--- src/run_ctrl_pkg.sv ---
// Constants, types and helpers shared by the pulse-program run control.
// Assumes one 50 MHz core clock and a synchronous active-low reset.
// Notes on behaviour
// [RULE1] Reset-state output is high while no program is loaded.
// [RULE2] Running output is high while a loaded program executes.
// [RULE3] Running output is low in the reset state and the idle state.
// [RULE4] Waiting output is high after a pause opcode until the resume trigger.
// [RULE5] Running stays high during pause, together with waiting.
// [RULE6] The active-low trigger pin and both active-high trigger pins are the same event.
// [RULE7] A low pulse on the active-low trigger pin is a trigger.
// [RULE8] A high pulse on either active-high trigger pin is a trigger.
// [RULE9] A trigger while idle starts the program from its first instruction.
// [RULE10] Idle is entered on a halt opcode or on a hardware restart; here a halt opcode enters the stopped state instead.
// [RULE11] After a halt the far side must restart before triggering.
// [RULE12] A trigger while paused resumes at the instruction after the pause.
// [RULE13] The active-low and active-high restart pins are the same event.
// [RULE14] Low pulse on the low pin, high pulse on the high pin, both restart.
// [RULE15] A restart during execution stops and returns position to the first instruction.
// [RULE16] After a restart, a software start or a trigger resumes execution.
// [RULE17] Trigger acts on the falling edge of the low pin, and only when idle; here a trigger also resumes from the paused state.
// [RULE18] Stopped output is high after a halt opcode put the program in stopped state.
// [RULE19] Inputs are synchronised; each pulse acts once, however long it lasts.
// [RULE20] Trigger and restart in the same cycle: restart wins, trigger is ignored.
package run_ctrl_pkg;

  // Register bus geometry
  localparam int          ADDR_W          = 4;
  localparam int          DATA_W          = 32;
  localparam int          CNT_W           = 16;

  // Register offsets (byte addresses)
  localparam logic [3:0]  CTRL_OFS        = 4'h0;
  localparam logic [3:0]  STATUS_OFS      = 4'h4;
  localparam logic [3:0]  TRIG_CNT_OFS    = 4'h8;
  localparam logic [3:0]  RESTART_CNT_OFS = 4'hc;

  // Control word bits, all self-clearing commands
  localparam int          CTRL_START_BIT   = 0;
  localparam int          CTRL_RESTART_BIT = 1;
  localparam int          CTRL_LOAD_BIT    = 2;
  localparam int          CTRL_UNLOAD_BIT  = 3;
  localparam int          CTRL_CLR_CNT_BIT = 4;

  // Status word bits
  localparam int          STAT_RESET_BIT   = 0;
  localparam int          STAT_RUNNING_BIT = 1;
  localparam int          STAT_WAITING_BIT = 2;
  localparam int          STAT_STOPPED_BIT = 3;
  localparam int          STAT_IDLE_BIT    = 4;

  // Reset values
  localparam logic [CNT_W-1:0]  CNT_RST   = 16'h0000;
  localparam logic [DATA_W-1:0] RDATA_RST = 32'h0000_0000;

  // Cycles from a pin change (sampled at edge k) to running being sampled high
  localparam int          PIN_TO_STATE     = 4;

  // Run states, one-hot
  typedef enum logic [4:0] {
    ST_RESET   = 5'b00001,
    ST_IDLE    = 5'b00010,
    ST_RUN     = 5'b00100,
    ST_PAUSE   = 5'b01000,
    ST_STOPPED = 5'b10000
  } run_state_type;

  // Running covers both executing and paused
  function automatic logic is_running(input run_state_type st);
    return (st == ST_RUN) || (st == ST_PAUSE);
  endfunction

  // Restart may only act where there is a loaded program
  function automatic logic is_loaded(input run_state_type st);
    return st != ST_RESET;
  endfunction

endpackage
--- src/event_counter.sv ---
// Saturating event counter for software visibility of accepted events.
// Assumes inc is a one-cycle pulse; clear drops the old count but keeps a coincident inc.
`timescale 1ns/1ps
module event_counter
  import run_ctrl_pkg::*;
(
  // Clock and reset
  input  wire logic             clk,
  input  wire logic             rst_n,
  // Control
  input  wire logic             clear,
  input  wire logic             inc,
  // Count
  output logic      [CNT_W-1:0] count
);

  typedef struct packed {
    logic [CNT_W-1:0] cnt;
  } cnt_state_type;

  cnt_state_type s_r;
  cnt_state_type s_nxt;

  ////////////////////////////////////////////////////////////////////////////
  // Saturate rather than wrap, so a flood of events never reads as few
  always_comb
  begin
    s_nxt = s_r;
    if (clear)
    begin
      // An event landing in the clearing cycle still counts
      s_nxt.cnt = CNT_RST | {{(CNT_W-1){1'b0}}, inc};
    end
    else if (inc && (s_r.cnt != {CNT_W{1'b1}}))
    begin
      s_nxt.cnt = s_r.cnt + 16'h0001;
    end
  end

  always_ff @(posedge clk)
  begin
    if (!rst_n)
    begin
      s_r <= '{cnt: CNT_RST};
    end
    else
    begin
      s_r <= s_nxt;
    end
  end

  assign count = s_r.cnt;

endmodule // event_counter

--- src/pin_event_detect.sv ---
// Two-flop synchroniser and edge detector for one trigger or restart pin.
// Assumes the pin may be fully asynchronous to clk; emits one pulse per assertion.
`timescale 1ns/1ps
module pin_event_detect
  import run_ctrl_pkg::*;
#(
  parameter bit ACTIVE_LOW = 1'b0
)
(
  // Clock and reset
  input  wire logic clk,
  input  wire logic rst_n,
  // Pin and event
  input  wire logic pin,
  output logic      event_pulse
);

  typedef struct packed {
    logic meta;
    logic sync;
    logic prev;
    logic pulse;
  } det_state_type;

  det_state_type s_r;
  det_state_type s_nxt;

  ////////////////////////////////////////////////////////////////////////////
  // Next state; meta is read only by the second stage
  always_comb
  begin
    s_nxt       = s_r;
    s_nxt.meta  = pin;
    s_nxt.sync  = s_r.meta;
    s_nxt.prev  = s_r.sync;
    // Edge only, so a long pulse acts once
    s_nxt.pulse = (s_r.sync ^ ACTIVE_LOW) & ~(s_r.prev ^ ACTIVE_LOW); // see [RULE19]
  end

  // Reset to the pulled-up or pulled-down idle level of the pin
  always_ff @(posedge clk)
  begin
    if (!rst_n)
    begin
      s_r <= '{meta: ACTIVE_LOW, sync: ACTIVE_LOW, prev: ACTIVE_LOW, pulse: 1'b0};
    end
    else
    begin
      s_r <= s_nxt;
    end
  end

  assign event_pulse = s_r.pulse;

  // A held level never gives two pulses in a row
  a_pulse_once: assert property (@(posedge clk) disable iff (!rst_n) // see [RULE19]
    event_pulse |=> !event_pulse)
    else $error("event pulse longer than one cycle");

endmodule // pin_event_detect

--- src/pulse_program_run_control.sv ---
// Run-state control of the pulse sequencer: status outputs, trigger and restart pins.
// Assumes the decode datapath reports halt and pause opcodes as one-cycle pulses
// and follows pc_clear and resume; software reaches it over a plain register port.
`timescale 1ns/1ps
module pulse_program_run_control
  import run_ctrl_pkg::*;
(
  // Clock and reset
  input  wire logic              clk,
  input  wire logic              rst_n,
  // External trigger pins
  input  wire logic              ext_start_in_n,
  input  wire logic              ext_start_in_high_a,
  input  wire logic              ext_start_in_high_b,
  // External restart pins
  input  wire logic              ext_restart_in_n,
  input  wire logic              ext_restart_in_high,
  // From instruction decode
  input  wire logic              halt_exec,
  input  wire logic              pause_exec,
  // To instruction fetch
  output logic                   pc_clear,
  output logic                   resume,
  // Status outputs
  output logic                   reset_state_out,
  output logic                   running_out,
  output logic                   waiting_out,
  output logic                   stopped_out,
  // Register port
  input  wire logic [ADDR_W-1:0] addr,
  input  wire logic [DATA_W-1:0] wdata,
  input  wire logic              wr_en,
  input  wire logic              rd_en,
  output logic      [DATA_W-1:0] rdata
);

  typedef struct packed {
    run_state_type     st;
    logic              reset_out;
    logic              run_out;
    logic              wait_out;
    logic              stop_out;
    logic              pc_clr;
    logic              res;
    logic              trig_acc;
    logic              rst_acc;
    logic [DATA_W-1:0] rd;
  } ctrl_state_type;

  ctrl_state_type s_r;
  ctrl_state_type s_nxt;

  logic             trig_lo_ev;
  logic             trig_ha_ev;
  logic             trig_hb_ev;
  logic             rst_lo_ev;
  logic             rst_hi_ev;
  logic             hw_trig;
  logic             hw_restart;
  logic             ctrl_wr;
  logic             sw_start;
  logic             sw_restart;
  logic             sw_load;
  logic             sw_unload;
  logic             sw_clr_cnt;
  logic             any_restart;
  logic             any_start;
  logic [CNT_W-1:0] trig_cnt;
  logic [CNT_W-1:0] restart_cnt;

  ////////////////////////////////////////////////////////////////////////////
  // Pin synchronisers, one per pin
  pin_event_detect #(.ACTIVE_LOW(1'b1)) u_trig_lo ( // see [RULE7]
    .clk         (clk),
    .rst_n       (rst_n),
    .pin         (ext_start_in_n),
    .event_pulse (trig_lo_ev)
  );

  pin_event_detect #(.ACTIVE_LOW(1'b0)) u_trig_ha ( // see [RULE8]
    .clk         (clk),
    .rst_n       (rst_n),
    .pin         (ext_start_in_high_a),
    .event_pulse (trig_ha_ev)
  );

  pin_event_detect #(.ACTIVE_LOW(1'b0)) u_trig_hb ( // see [RULE8]
    .clk         (clk),
    .rst_n       (rst_n),
    .pin         (ext_start_in_high_b),
    .event_pulse (trig_hb_ev)
  );

  pin_event_detect #(.ACTIVE_LOW(1'b1)) u_rst_lo ( // see [RULE14]
    .clk         (clk),
    .rst_n       (rst_n),
    .pin         (ext_restart_in_n),
    .event_pulse (rst_lo_ev)
  );

  pin_event_detect #(.ACTIVE_LOW(1'b0)) u_rst_hi ( // see [RULE14]
    .clk         (clk),
    .rst_n       (rst_n),
    .pin         (ext_restart_in_high),
    .event_pulse (rst_hi_ev)
  );

  ////////////////////////////////////////////////////////////////////////////
  // Event merge; all pins of a kind are interchangeable
  assign hw_trig     = trig_lo_ev | trig_ha_ev | trig_hb_ev; // see [RULE6]
  assign hw_restart  = rst_lo_ev | rst_hi_ev;                // see [RULE13]
  assign ctrl_wr     = wr_en && (addr == CTRL_OFS);
  assign sw_start    = ctrl_wr && wdata[CTRL_START_BIT];
  assign sw_restart  = ctrl_wr && wdata[CTRL_RESTART_BIT];
  assign sw_load     = ctrl_wr && wdata[CTRL_LOAD_BIT];
  assign sw_unload   = ctrl_wr && wdata[CTRL_UNLOAD_BIT];
  assign sw_clr_cnt  = ctrl_wr && wdata[CTRL_CLR_CNT_BIT];
  assign any_restart = hw_restart | sw_restart;
  assign any_start   = hw_trig | sw_start;

  ////////////////////////////////////////////////////////////////////////////
  // Run-state machine and registered outputs
  always_comb
  begin
    s_nxt          = s_r;
    s_nxt.pc_clr   = 1'b0;
    s_nxt.res      = 1'b0;
    s_nxt.trig_acc = 1'b0;
    s_nxt.rst_acc  = 1'b0;
    if (sw_unload)
    begin
      // Program memory released: must be loaded again before any run
      s_nxt.st = ST_RESET;
    end
    else
    begin
      case (s_r.st)
        ST_RESET:
        begin
          if (sw_load)
          begin
            s_nxt.st     = ST_IDLE;
            s_nxt.pc_clr = 1'b1;
          end
        end
        ST_IDLE:
        begin
          // Restart checked first so a coincident trigger is dropped
          if (any_restart)
          begin
            s_nxt.pc_clr  = 1'b1; // see [RULE20]
            s_nxt.rst_acc = 1'b1;
          end
          else if (any_start)
          begin
            s_nxt.st       = ST_RUN;   // see [RULE9] [RULE16] [RULE17]
            s_nxt.pc_clr   = 1'b1;     // see [RULE9]
            s_nxt.trig_acc = hw_trig;
          end
        end
        ST_RUN:
        begin
          if (any_restart)
          begin
            s_nxt.st      = ST_IDLE;   // see [RULE10] [RULE15]
            s_nxt.pc_clr  = 1'b1;      // see [RULE15]
            s_nxt.rst_acc = 1'b1;
          end
          else if (halt_exec)
          begin
            s_nxt.st = ST_STOPPED;     // see [RULE10] [RULE18]
          end
          else if (pause_exec)
          begin
            s_nxt.st = ST_PAUSE;       // see [RULE4]
          end
        end
        ST_PAUSE:
        begin
          if (any_restart)
          begin
            s_nxt.st      = ST_IDLE;   // see [RULE15] [RULE20]
            s_nxt.pc_clr  = 1'b1;
            s_nxt.rst_acc = 1'b1;
          end
          else if (any_start)
          begin
            s_nxt.st       = ST_RUN;   // see [RULE12]
            s_nxt.res      = 1'b1;     // see [RULE12]
            s_nxt.trig_acc = hw_trig;
          end
        end
        ST_STOPPED:
        begin
          // Triggers are ignored until a restart re-arms the program
          if (any_restart)
          begin
            s_nxt.st      = ST_IDLE;   // see [RULE11]
            s_nxt.pc_clr  = 1'b1;
            s_nxt.rst_acc = 1'b1;
          end
        end
        default:
        begin
          s_nxt.st = ST_RESET;
        end
      endcase
    end
    // Outputs decoded from the next state so they change with it
    s_nxt.reset_out = (s_nxt.st == ST_RESET);     // see [RULE1]
    s_nxt.run_out   = is_running(s_nxt.st);       // see [RULE2] [RULE3] [RULE5]
    s_nxt.wait_out  = (s_nxt.st == ST_PAUSE);     // see [RULE4]
    s_nxt.stop_out  = (s_nxt.st == ST_STOPPED);   // see [RULE18]
    // Read data valid in the cycle after the strobe only
    s_nxt.rd = RDATA_RST;
    if (rd_en)
    begin
      if (addr == STATUS_OFS)
      begin
        s_nxt.rd[STAT_RESET_BIT]   = s_r.reset_out;
        s_nxt.rd[STAT_RUNNING_BIT] = s_r.run_out;
        s_nxt.rd[STAT_WAITING_BIT] = s_r.wait_out;
        s_nxt.rd[STAT_STOPPED_BIT] = s_r.stop_out;
        s_nxt.rd[STAT_IDLE_BIT]    = (s_r.st == ST_IDLE);
      end
      else if (addr == TRIG_CNT_OFS)
      begin
        s_nxt.rd[CNT_W-1:0] = trig_cnt;
      end
      else if (addr == RESTART_CNT_OFS)
      begin
        s_nxt.rd[CNT_W-1:0] = restart_cnt;
      end
    end
  end

  // Synchronous reset leaves the block with no program loaded
  always_ff @(posedge clk)
  begin
    if (!rst_n)
    begin
      s_r <= '{st: ST_RESET, reset_out: 1'b1, run_out: 1'b0, wait_out: 1'b0,
               stop_out: 1'b0, pc_clr: 1'b0, res: 1'b0, trig_acc: 1'b0,
               rst_acc: 1'b0, rd: RDATA_RST};
    end
    else
    begin
      s_r <= s_nxt;
    end
  end

  ////////////////////////////////////////////////////////////////////////////
  // Accepted-event counters for software
  event_counter u_trig_cnt (
    .clk   (clk),
    .rst_n (rst_n),
    .clear (sw_clr_cnt),
    .inc   (s_r.trig_acc),
    .count (trig_cnt)
  );

  event_counter u_restart_cnt (
    .clk   (clk),
    .rst_n (rst_n),
    .clear (sw_clr_cnt),
    .inc   (s_r.rst_acc),
    .count (restart_cnt)
  );

  ////////////////////////////////////////////////////////////////////////////
  // Port drive, all straight from flops
  assign pc_clear        = s_r.pc_clr;
  assign resume          = s_r.res;
  assign reset_state_out = s_r.reset_out;
  assign running_out     = s_r.run_out;
  assign waiting_out     = s_r.wait_out;
  assign stopped_out     = s_r.stop_out;
  assign rdata           = s_r.rd;

  ////////////////////////////////////////////////////////////////////////////
  // Checks
  a_reset_flag: assert property (@(posedge clk) disable iff (!rst_n) // see [RULE1]
    reset_state_out == (s_r.st == ST_RESET))
    else $error("reset-state output disagrees with state");

  a_running_flag: assert property (@(posedge clk) disable iff (!rst_n) // see [RULE2]
    (s_r.st == ST_RUN) |-> running_out)
    else $error("running low while executing");

  a_running_low: assert property (@(posedge clk) disable iff (!rst_n) // see [RULE3]
    ((s_r.st == ST_IDLE) || (s_r.st == ST_RESET)) |-> !running_out)
    else $error("running high in idle or reset");

  a_pause_entry: assert property (@(posedge clk) disable iff (!rst_n) // see [RULE4]
    ((s_r.st == ST_RUN) && pause_exec && !any_restart && !halt_exec && !sw_unload)
      |=> waiting_out && running_out)
    else $error("pause opcode did not raise waiting");

  a_pause_both: assert property (@(posedge clk) disable iff (!rst_n) // see [RULE5]
    waiting_out |-> running_out)
    else $error("waiting without running");

  a_idle_start: assert property (@(posedge clk) disable iff (!rst_n) // see [RULE9]
    ((s_r.st == ST_IDLE) && hw_trig && !any_restart && !sw_unload)
      |=> pc_clear && running_out ##1 !pc_clear)
    else $error("trigger in idle did not start from first instruction");

  a_halt_stop: assert property (@(posedge clk) disable iff (!rst_n) // see [RULE18]
    ((s_r.st == ST_RUN) && halt_exec && !any_restart && !sw_unload)
      |=> stopped_out && !running_out)
    else $error("halt opcode did not stop");

  a_pause_resume: assert property (@(posedge clk) disable iff (!rst_n) // see [RULE12]
    ((s_r.st == ST_PAUSE) && any_start && !any_restart && !sw_unload)
      |=> resume && !pc_clear && !waiting_out)
    else $error("trigger in pause did not resume");

  a_restart_run: assert property (@(posedge clk) disable iff (!rst_n) // see [RULE15]
    (is_running(s_r.st) && any_restart && !sw_unload)
      |=> pc_clear && !running_out && (s_r.st == ST_IDLE))
    else $error("restart did not return to first instruction");

  a_restart_wins: assert property (@(posedge clk) disable iff (!rst_n) // see [RULE20]
    ((s_r.st == ST_IDLE) && hw_restart && hw_trig && !sw_unload)
      |=> !running_out)
    else $error("trigger beat a coincident restart");

  // The pin edge reaches the state machine three edges after it is first sampled,
  // so running shows on the fourth edge
  a_pin_trigger: assert property (@(posedge clk) disable iff (!rst_n) // see [RULE17]
    ((s_r.st == ST_IDLE) && $fell(ext_start_in_n) && !ext_restart_in_high
      && ext_restart_in_n && !wr_en) ##1 (s_r.st == ST_IDLE && !wr_en
      && ext_restart_in_n && !ext_restart_in_high)[*3]
      |=> running_out)
    else $error("low trigger pin edge not acted on");

  a_stopped_hold: assert property (@(posedge clk) disable iff (!rst_n) // see [RULE11]
    ((s_r.st == ST_STOPPED) && !any_restart && !sw_unload) |=> stopped_out)
    else $error("stopped state left without restart");

  a_unload_reset: assert property (@(posedge clk) disable iff (!rst_n) // see [RULE1]
    sw_unload |=> reset_state_out && !running_out)
    else $error("unload did not return to reset state");

endmodule // pulse_program_run_control

--- config.mk ---
export PLATFORM = sky130hd
export DESIGN_NAME = pulse_program_run_control
export DESIGN_NICKNAME = d
export VERILOG_FILES = /design/src/run_ctrl_pkg.sv /design/src/event_counter.sv /design/src/pin_event_detect.sv /design/src/pulse_program_run_control.sv
export SDC_FILE = /design/constraint.sdc
export NUM_CORES = 1
export LEC_CHECK = 0
export BUFFER_PORTS_ARGS = -buffer_cell sky130_fd_sc_hd__buf_2
export CORE_UTILIZATION = 45
export CTS_CLUSTER_DIAMETER = 30
export DETAILED_ROUTE_END_ITERATION = 10
export PLACE_DENSITY = 0.68
export REMOVE_ABC_BUFFERS = 1
export SYNTH_ARGS = -nofsm -noshare
export SYNTH_HDL_FRONTEND = slang
export SYNTH_SLANG_ARGS = --single-unit
--- constraint.sdc ---
create_clock -name clk -period 1.9 [get_ports clk]
set_input_delay 0.19 -clock clk [delete_from_list [all_inputs] [get_ports clk]]
set_output_delay 0.19 -clock clk [all_outputs]
set_load 0.03 [all_outputs]
======== Word level (Yosys, flattened, before mapping) ========
Index checks and enable logic that the tools add are counted.
word-level totals
  output and inout port bits .............. 38
  input port bits ......................... 47
  logic and storage cells ................. 118
  bits in registers ....................... 97
cells by class
  reductions and logical operators ........ 20
  add/sub/neg operators ................... 2
  multiplexer cells ....................... 27
  eq/ne operators ......................... 14
  bitwise logic cells ..................... 19
operators with widths
  kind                                                             number
  5-bit two-way mux                                                10
  16-bit by 1-bit adder with 16-bit output, second input constant  2
  16-bit two-way mux                                               2
  16-bit inequality test, second input constant                    2
  5-bit one-hot mux with 5 select lines                            1
  5-bit by 1-bit == test with 1-bit output, second input constant  2
  5-bit by 3-bit == test with 1-bit output, second input constant  2
  5-bit by 4-bit == test with 1-bit output, second input constant  2
  5-bit == test, second input constant                             2
  1-bit two-way mux                                                10
  1-bit inverter                                                   9
  3-bit OR reduction                                               3
  4-bit == test, second input constant                             2
  1-bit logical AND                                                8
  4-bit OR reduction                                               2
  1-bit AND                                                        5
  5-bit by 2-bit == test with 1-bit output, second input constant  1
  1-bit OR                                                         5
  4-bit by 3-bit == test with 1-bit output, second input constant  1
  4-bit logical NOT                                                1
  2-bit two-way mux                                                2
  2-bit nonzero test                                               2
  2-bit OR reduction                                               2
  1-bit one-hot mux with 3 select lines                            1
  other kinds (3)                                                  3

======== Longest topological paths before layout ========
  word-level depth ........................ 10
  mapped depth ............................ 6
  gate-level depth less buffers ........... 6

======== Hierarchy ========
Synthesis repeated with hierarchy kept, for this count alone.
second synthesis, totals
  cells, all modules ...................... 421
  area total of the unflattened synthesis .. 3,848.7 um^2
modules (own cells, without submodules)
  module                            sequential area each (um^2)  instances  area an instance (um^2)  cells each
  event_counter                     320.3                        2          825.8                    99
  pulse_program_run_control         580.6                        1          1,647.8                  183
  pin_event_detect at u_rst_hi ...  80.1                         3          111.4                    8
  pin_event_detect at u_rst_lo ...  80.1                         2          107.6                    8

======== Worst setup path before layout ========
OpenSTA, ideal clock, no wires.
  path kind ............................... register to register
  start point ............................. reg u_trig_cnt.s_r, in the netlist u_trig_cnt.count[0]
  end point ............................... reg u_trig_cnt.s_r, in the netlist u_trig_cnt.count[14]
  slack ................................... 301 ps
  library setup time ...................... 118 ps
  cell stages (with the launch flop) ...... 7
  arrival ................................. 1,482 ps
  buffers on the path ..................... 0
  clock period less this slack ............ 1,599 ps
  required time ........................... 1,782 ps
  cells stage by stage .................... dfxtp_1 ha_1 nand2_1 a2111oi_2 nand4_1 xor2_1 nor2_1
on the way
  cells in the longest elaborated chain, start to end .. 2
  elaborated cells between the ends (all ways) .. 3
  classes of those cells .................. 1 x add/sub; 1 x eq/ne; 1 x reduce/logical
ends and longest elaborated chain
  item                                                                              line                 source
  start, declared                                                                   event_counter.sv:21  cnt_state_type s_r;
  start signal, assigned                                                            event_counter.sv:44  s_r <= '{cnt: CNT_RST};
  start signal, assigned                                                            event_counter.sv:48  s_r <= s_nxt;
  branches (longest 2 deep; another with 16-bit by 1-bit adder with 16-bit output)  --
Several ways; the timed one is not identified.
A chain may end at the register's enable or synchronous reset.

======== Final worst setup path ========
  start point ............................. reg u_restart_cnt.s_r, in the netlist u_restart_cnt.count[0]
  end point ............................... reg u_restart_cnt.s_r, in the netlist u_restart_cnt.count[4]
on the way
  cells in the longest elaborated chain, start to end .. 2
  elaborated cells between the ends (all ways) .. 3
  classes of those cells .................. 1 x add/sub; 1 x eq/ne; 1 x reduce/logical
ends and longest elaborated chain
  item                                                                              line
  start, declared                                                                   event_counter.sv:21
  start signal, assigned                                                            event_counter.sv:44
  start signal, assigned                                                            event_counter.sv:48
  branches (longest 2 deep; another with 16-bit by 1-bit adder with 16-bit output)  --
Several ways; the timed one is not identified.

==> impl_metrics.yaml <==
worst_hold_path:
  hold_class: "primary input to flip-flop"
  hold_depth: 2
yosys:
  synth_top_area_share_pct: 43.2
  yosys.area.top_type: "dfxtp_1"
  synth_area_leaders: "dfxtp_1 (43%), buf_4 (6.8%), nor2_1 (5.7%)"
  synth-seq-cells: 81
  synth.distinct_cells: 62
  synth_common_cells: "dfxtp_1 (81), nor2_1 (57), buf_4 (34)"
  ys_seq_area_share_pct: 43.2
  synth_edf_count: 0
  synth_cells: 413
  netlist_area_mm2: 0.00375
  yosysMostFrequentCell: "dfxtp_1"
  synthFlopType: "dfxtp_1"
  yosys_warnings: 0
  synthArstFlopShare_pct: 0
  synth.avg_cell_area_um2: 9.09
clocking:
  cts_made_buffers: 9
  clock-root-buffer: "clkbuf_8"
  clock_latency_ns: 0.35
  htree_levels: 3
  cts_tree: "built"
  cts_sinks: 81
  clk_path_buf_depth: 2
  cts.clk_slew.worst_paths_ns: 0.09
  cts_setup_buffers: 0
sta:
  hold_slack_ns: 0.0334
  finClkSkew_ns: 0.00908
  fin_crit_ns: 1.70
  setup_viol: 0
  worstMarginPinSlew_ns: 0.554
  finalSetupTns_ns: 0
  drv_slew: 0
  final_hold_viol_count: 0
  max_freq_mhz: 588
  timing.final.crit_share_pct: 89.5
  maxSlewHeadroom_pct: 62.9
  rsz0062_at_grt: "false"
drt:
  via_count: 2914
  ant_nets: 0
  drt_drc_violations_left: 0
  dr.pass1.iters: 4
  drt-initial-drc-count: 168
  wl_um: 7380
  wire_per_inst_um: 13.3
  viasPerCell: 5.25
layout:
  nFillCells: 764
  num-nets-final: 497
  synthToLayoutAreaGrowth_pct: 11.2
  antenna_cells: 0
  layout-drive-gt1-share_pct: 21.0
setup_path:
  crit_slowest_cell: "dfxtp_1"
  r2r_cells: 7
  critPathKind: "flip-flop to flip-flop"
  end_kind: "flip-flop"
  cp_cell_sequence: "ha_1, nand4_1, nor4_4, buf_4, nor3_1, xnor2_1, nor2_1"
  slowest_delay_ns: 0.41
  critical_path.max_fanout: 5
  cp.arrival_ns: 1.94
  start_kind: "flip-flop"
  required_ns: 2.14
grt:
  track_usage_pct: 18.6
  grt_pass1_vias: 2741
  antenna_found_initial: 0
  grt_max_degree: 31
  grt_overflow_total: 0
  grt_pass1_wl_um: 12700
die:
  fp.dieW_um: 93.3
  core_area_mm2: 0.00789
  start_util_pct: 47.6
  num_rows: 32
  die_h_um: 93.3
  dieArea_mm2: 0.00871
  io_pins: 85
placed_design:
  place_congestion: 0.884
  port_buffers: 41
  dp_hpwl_um: 5410
power:
  p_leak_nw: 1.61
  cellPowerDensity_mw_per_mm2: 762
  ir_drop_mv: 0.398
status:
  outcome: "finished clean"
run:
  cap_violations: 0
-- final cells by class --
class | instances | area (µm²) | share of cell area [%]
Multi-Input combinational cell | 291 | 1850 | 44.2
Timing Repair Buffer | 57 | 343 | 8.21
Inverter | 8 | 30.0 | 0.719
Clock inverter | 7 | 83.8 | 2.01
Sequential cell | 81 | 1620 | 38.8
Clock buffer | 9 | 124 | 2.97
Tap cell | 102 | 128 | 3.06
-- cell families (layout without fill, tap and decap cells) --
group	Yosys count	in the layout	synth area share (%)
DFF	81	81	43.2
AOI/OAI and AO/OA	62	62	12.0
and+or+nand+nor	177	177	26.1
other	1	16	0.0999
adders and majority gates	2	2	0.667
muxes	7	7	2.03
xor gates and xnor gates	27	27	6.30
buffers and inverters	56	81	9.60
-- layout by cell type, fill, tap and decap left out, types with 3 or more instances in the layout --
cell	n
or3_1	4
o21ai_0	9
a31oi_1	3
nand2b_1	9
a22oi_1	16
and3_1	5
nor4b_1	3
xnor2_1	17
nor2_1	57
and4_1	4
dfxtp_1	81
nor4_1	5
buf_2	41
buf_4	13
nor4_4	3
o211ai_1	3
xor2_1	10
a21oi_1	8
nor3_1	10
o21ai_1	3
inv_6	3
nand3_1	15
and2_1	12
mux2_2	5
conb_1	16
nor3b_1	3
clkbuf_8	9
nor2b_1	4
nand4_1	6
inv_1	8
nand2_1	21
-- report_power, final --
| part | switching [W] | internal [W] | total [W] | leakage, nW |
|---|---|---|---|---|
| sequential | 0.00000420 | 0.00171 | 0.00172 | 0.655 |
| combinational | 0.000116 | 0.0000513 | 0.000167 | 0.851 |
| clock | 0.000664 | 0.000632 | 0.00130 | 0.103 |
| total | 0.000784 | 0.00240 | 0.00318 | 1.61 |
-- flip-flops by register name, summed over array words and instances, names as in the netlist, 2 cells and up --
register             count
rdata                   16
u_restart_cnt.count     16
u_trig_cnt.count        16
s_r                      7
u_rst_hi.s_nxt           2
u_rst_lo.s_nxt           2
u_trig_ha.s_nxt          2
u_trig_hb.s_nxt          2
u_trig_lo.s_nxt          2
-- worst max-delay path, delay by kind of cell, from the launching register on --
| kind | cells | cell delay [ns] |
|---|---|---|
| flip-flops | 1 | 0.41 |
| buffers and inverters | 1 | 0.20 |
| AND/OR/NAND/NOR | 4 | 0.60 |
| adder cells (fa/ha/maj) | 1 | 0.22 |
| XOR/XNOR | 1 | 0.17 |
-- per-stage QoR --
| stage | setup WS, ns | util (%) | cell area [µm²] | std cells | power (W) |
|---|---|---|---|---|---|
| 3_5_place_dp | 0.148 | 49.8 | 3930 | 537 | 0.00192 |
| 3_3_place_gp | 0.193 | 49.8 | 3930 | 537 | 0.00192 |
| 6_report | 0.200 | 52.9 | 4180 | 555 | 0.00318 |
| 5_1_grt | 0.0239 | 52.9 | 4180 | 555 | 0.00332 |
| 4_1_cts | 0.119 | 52.7 | 4160 | 555 | 0.00323 |
| 2_1_floorplan | 0.272 | - | 3480 | 380 | 0.00185 |
-- path summary, 6_finish.rpt --
kind | slack (ns) | end | start
max | 0.20 | u_restart_cnt.count[4] | u_restart_cnt.count[0]
min | 0.03 | u_trig_hb.s_nxt[2] | ext_start_in_high_b
max reg2reg | 0.20 | u_restart_cnt.count[4] | u_restart_cnt.count[0]
min reg2reg | 0.39 | u_rst_hi.event_pulse | u_rst_hi.s_r[1]
-- layer usage --
layer  track usage, %  vias up  routed length [µm]
met3             4.80        5                 372
met5                0        -                   0
met4             6.54        0                  43
met1             22.3     1358                3330
met2             32.2       80                3630
li1                 -     1471                   -
-- what timing repair did --
item,in CTS,in global routing
hold buffers,2,0
setup endpoints to repair,0,3
gates resized for setup,0,2
hold endpoints to repair,2,0
Power figures use the tool's default switching activity.
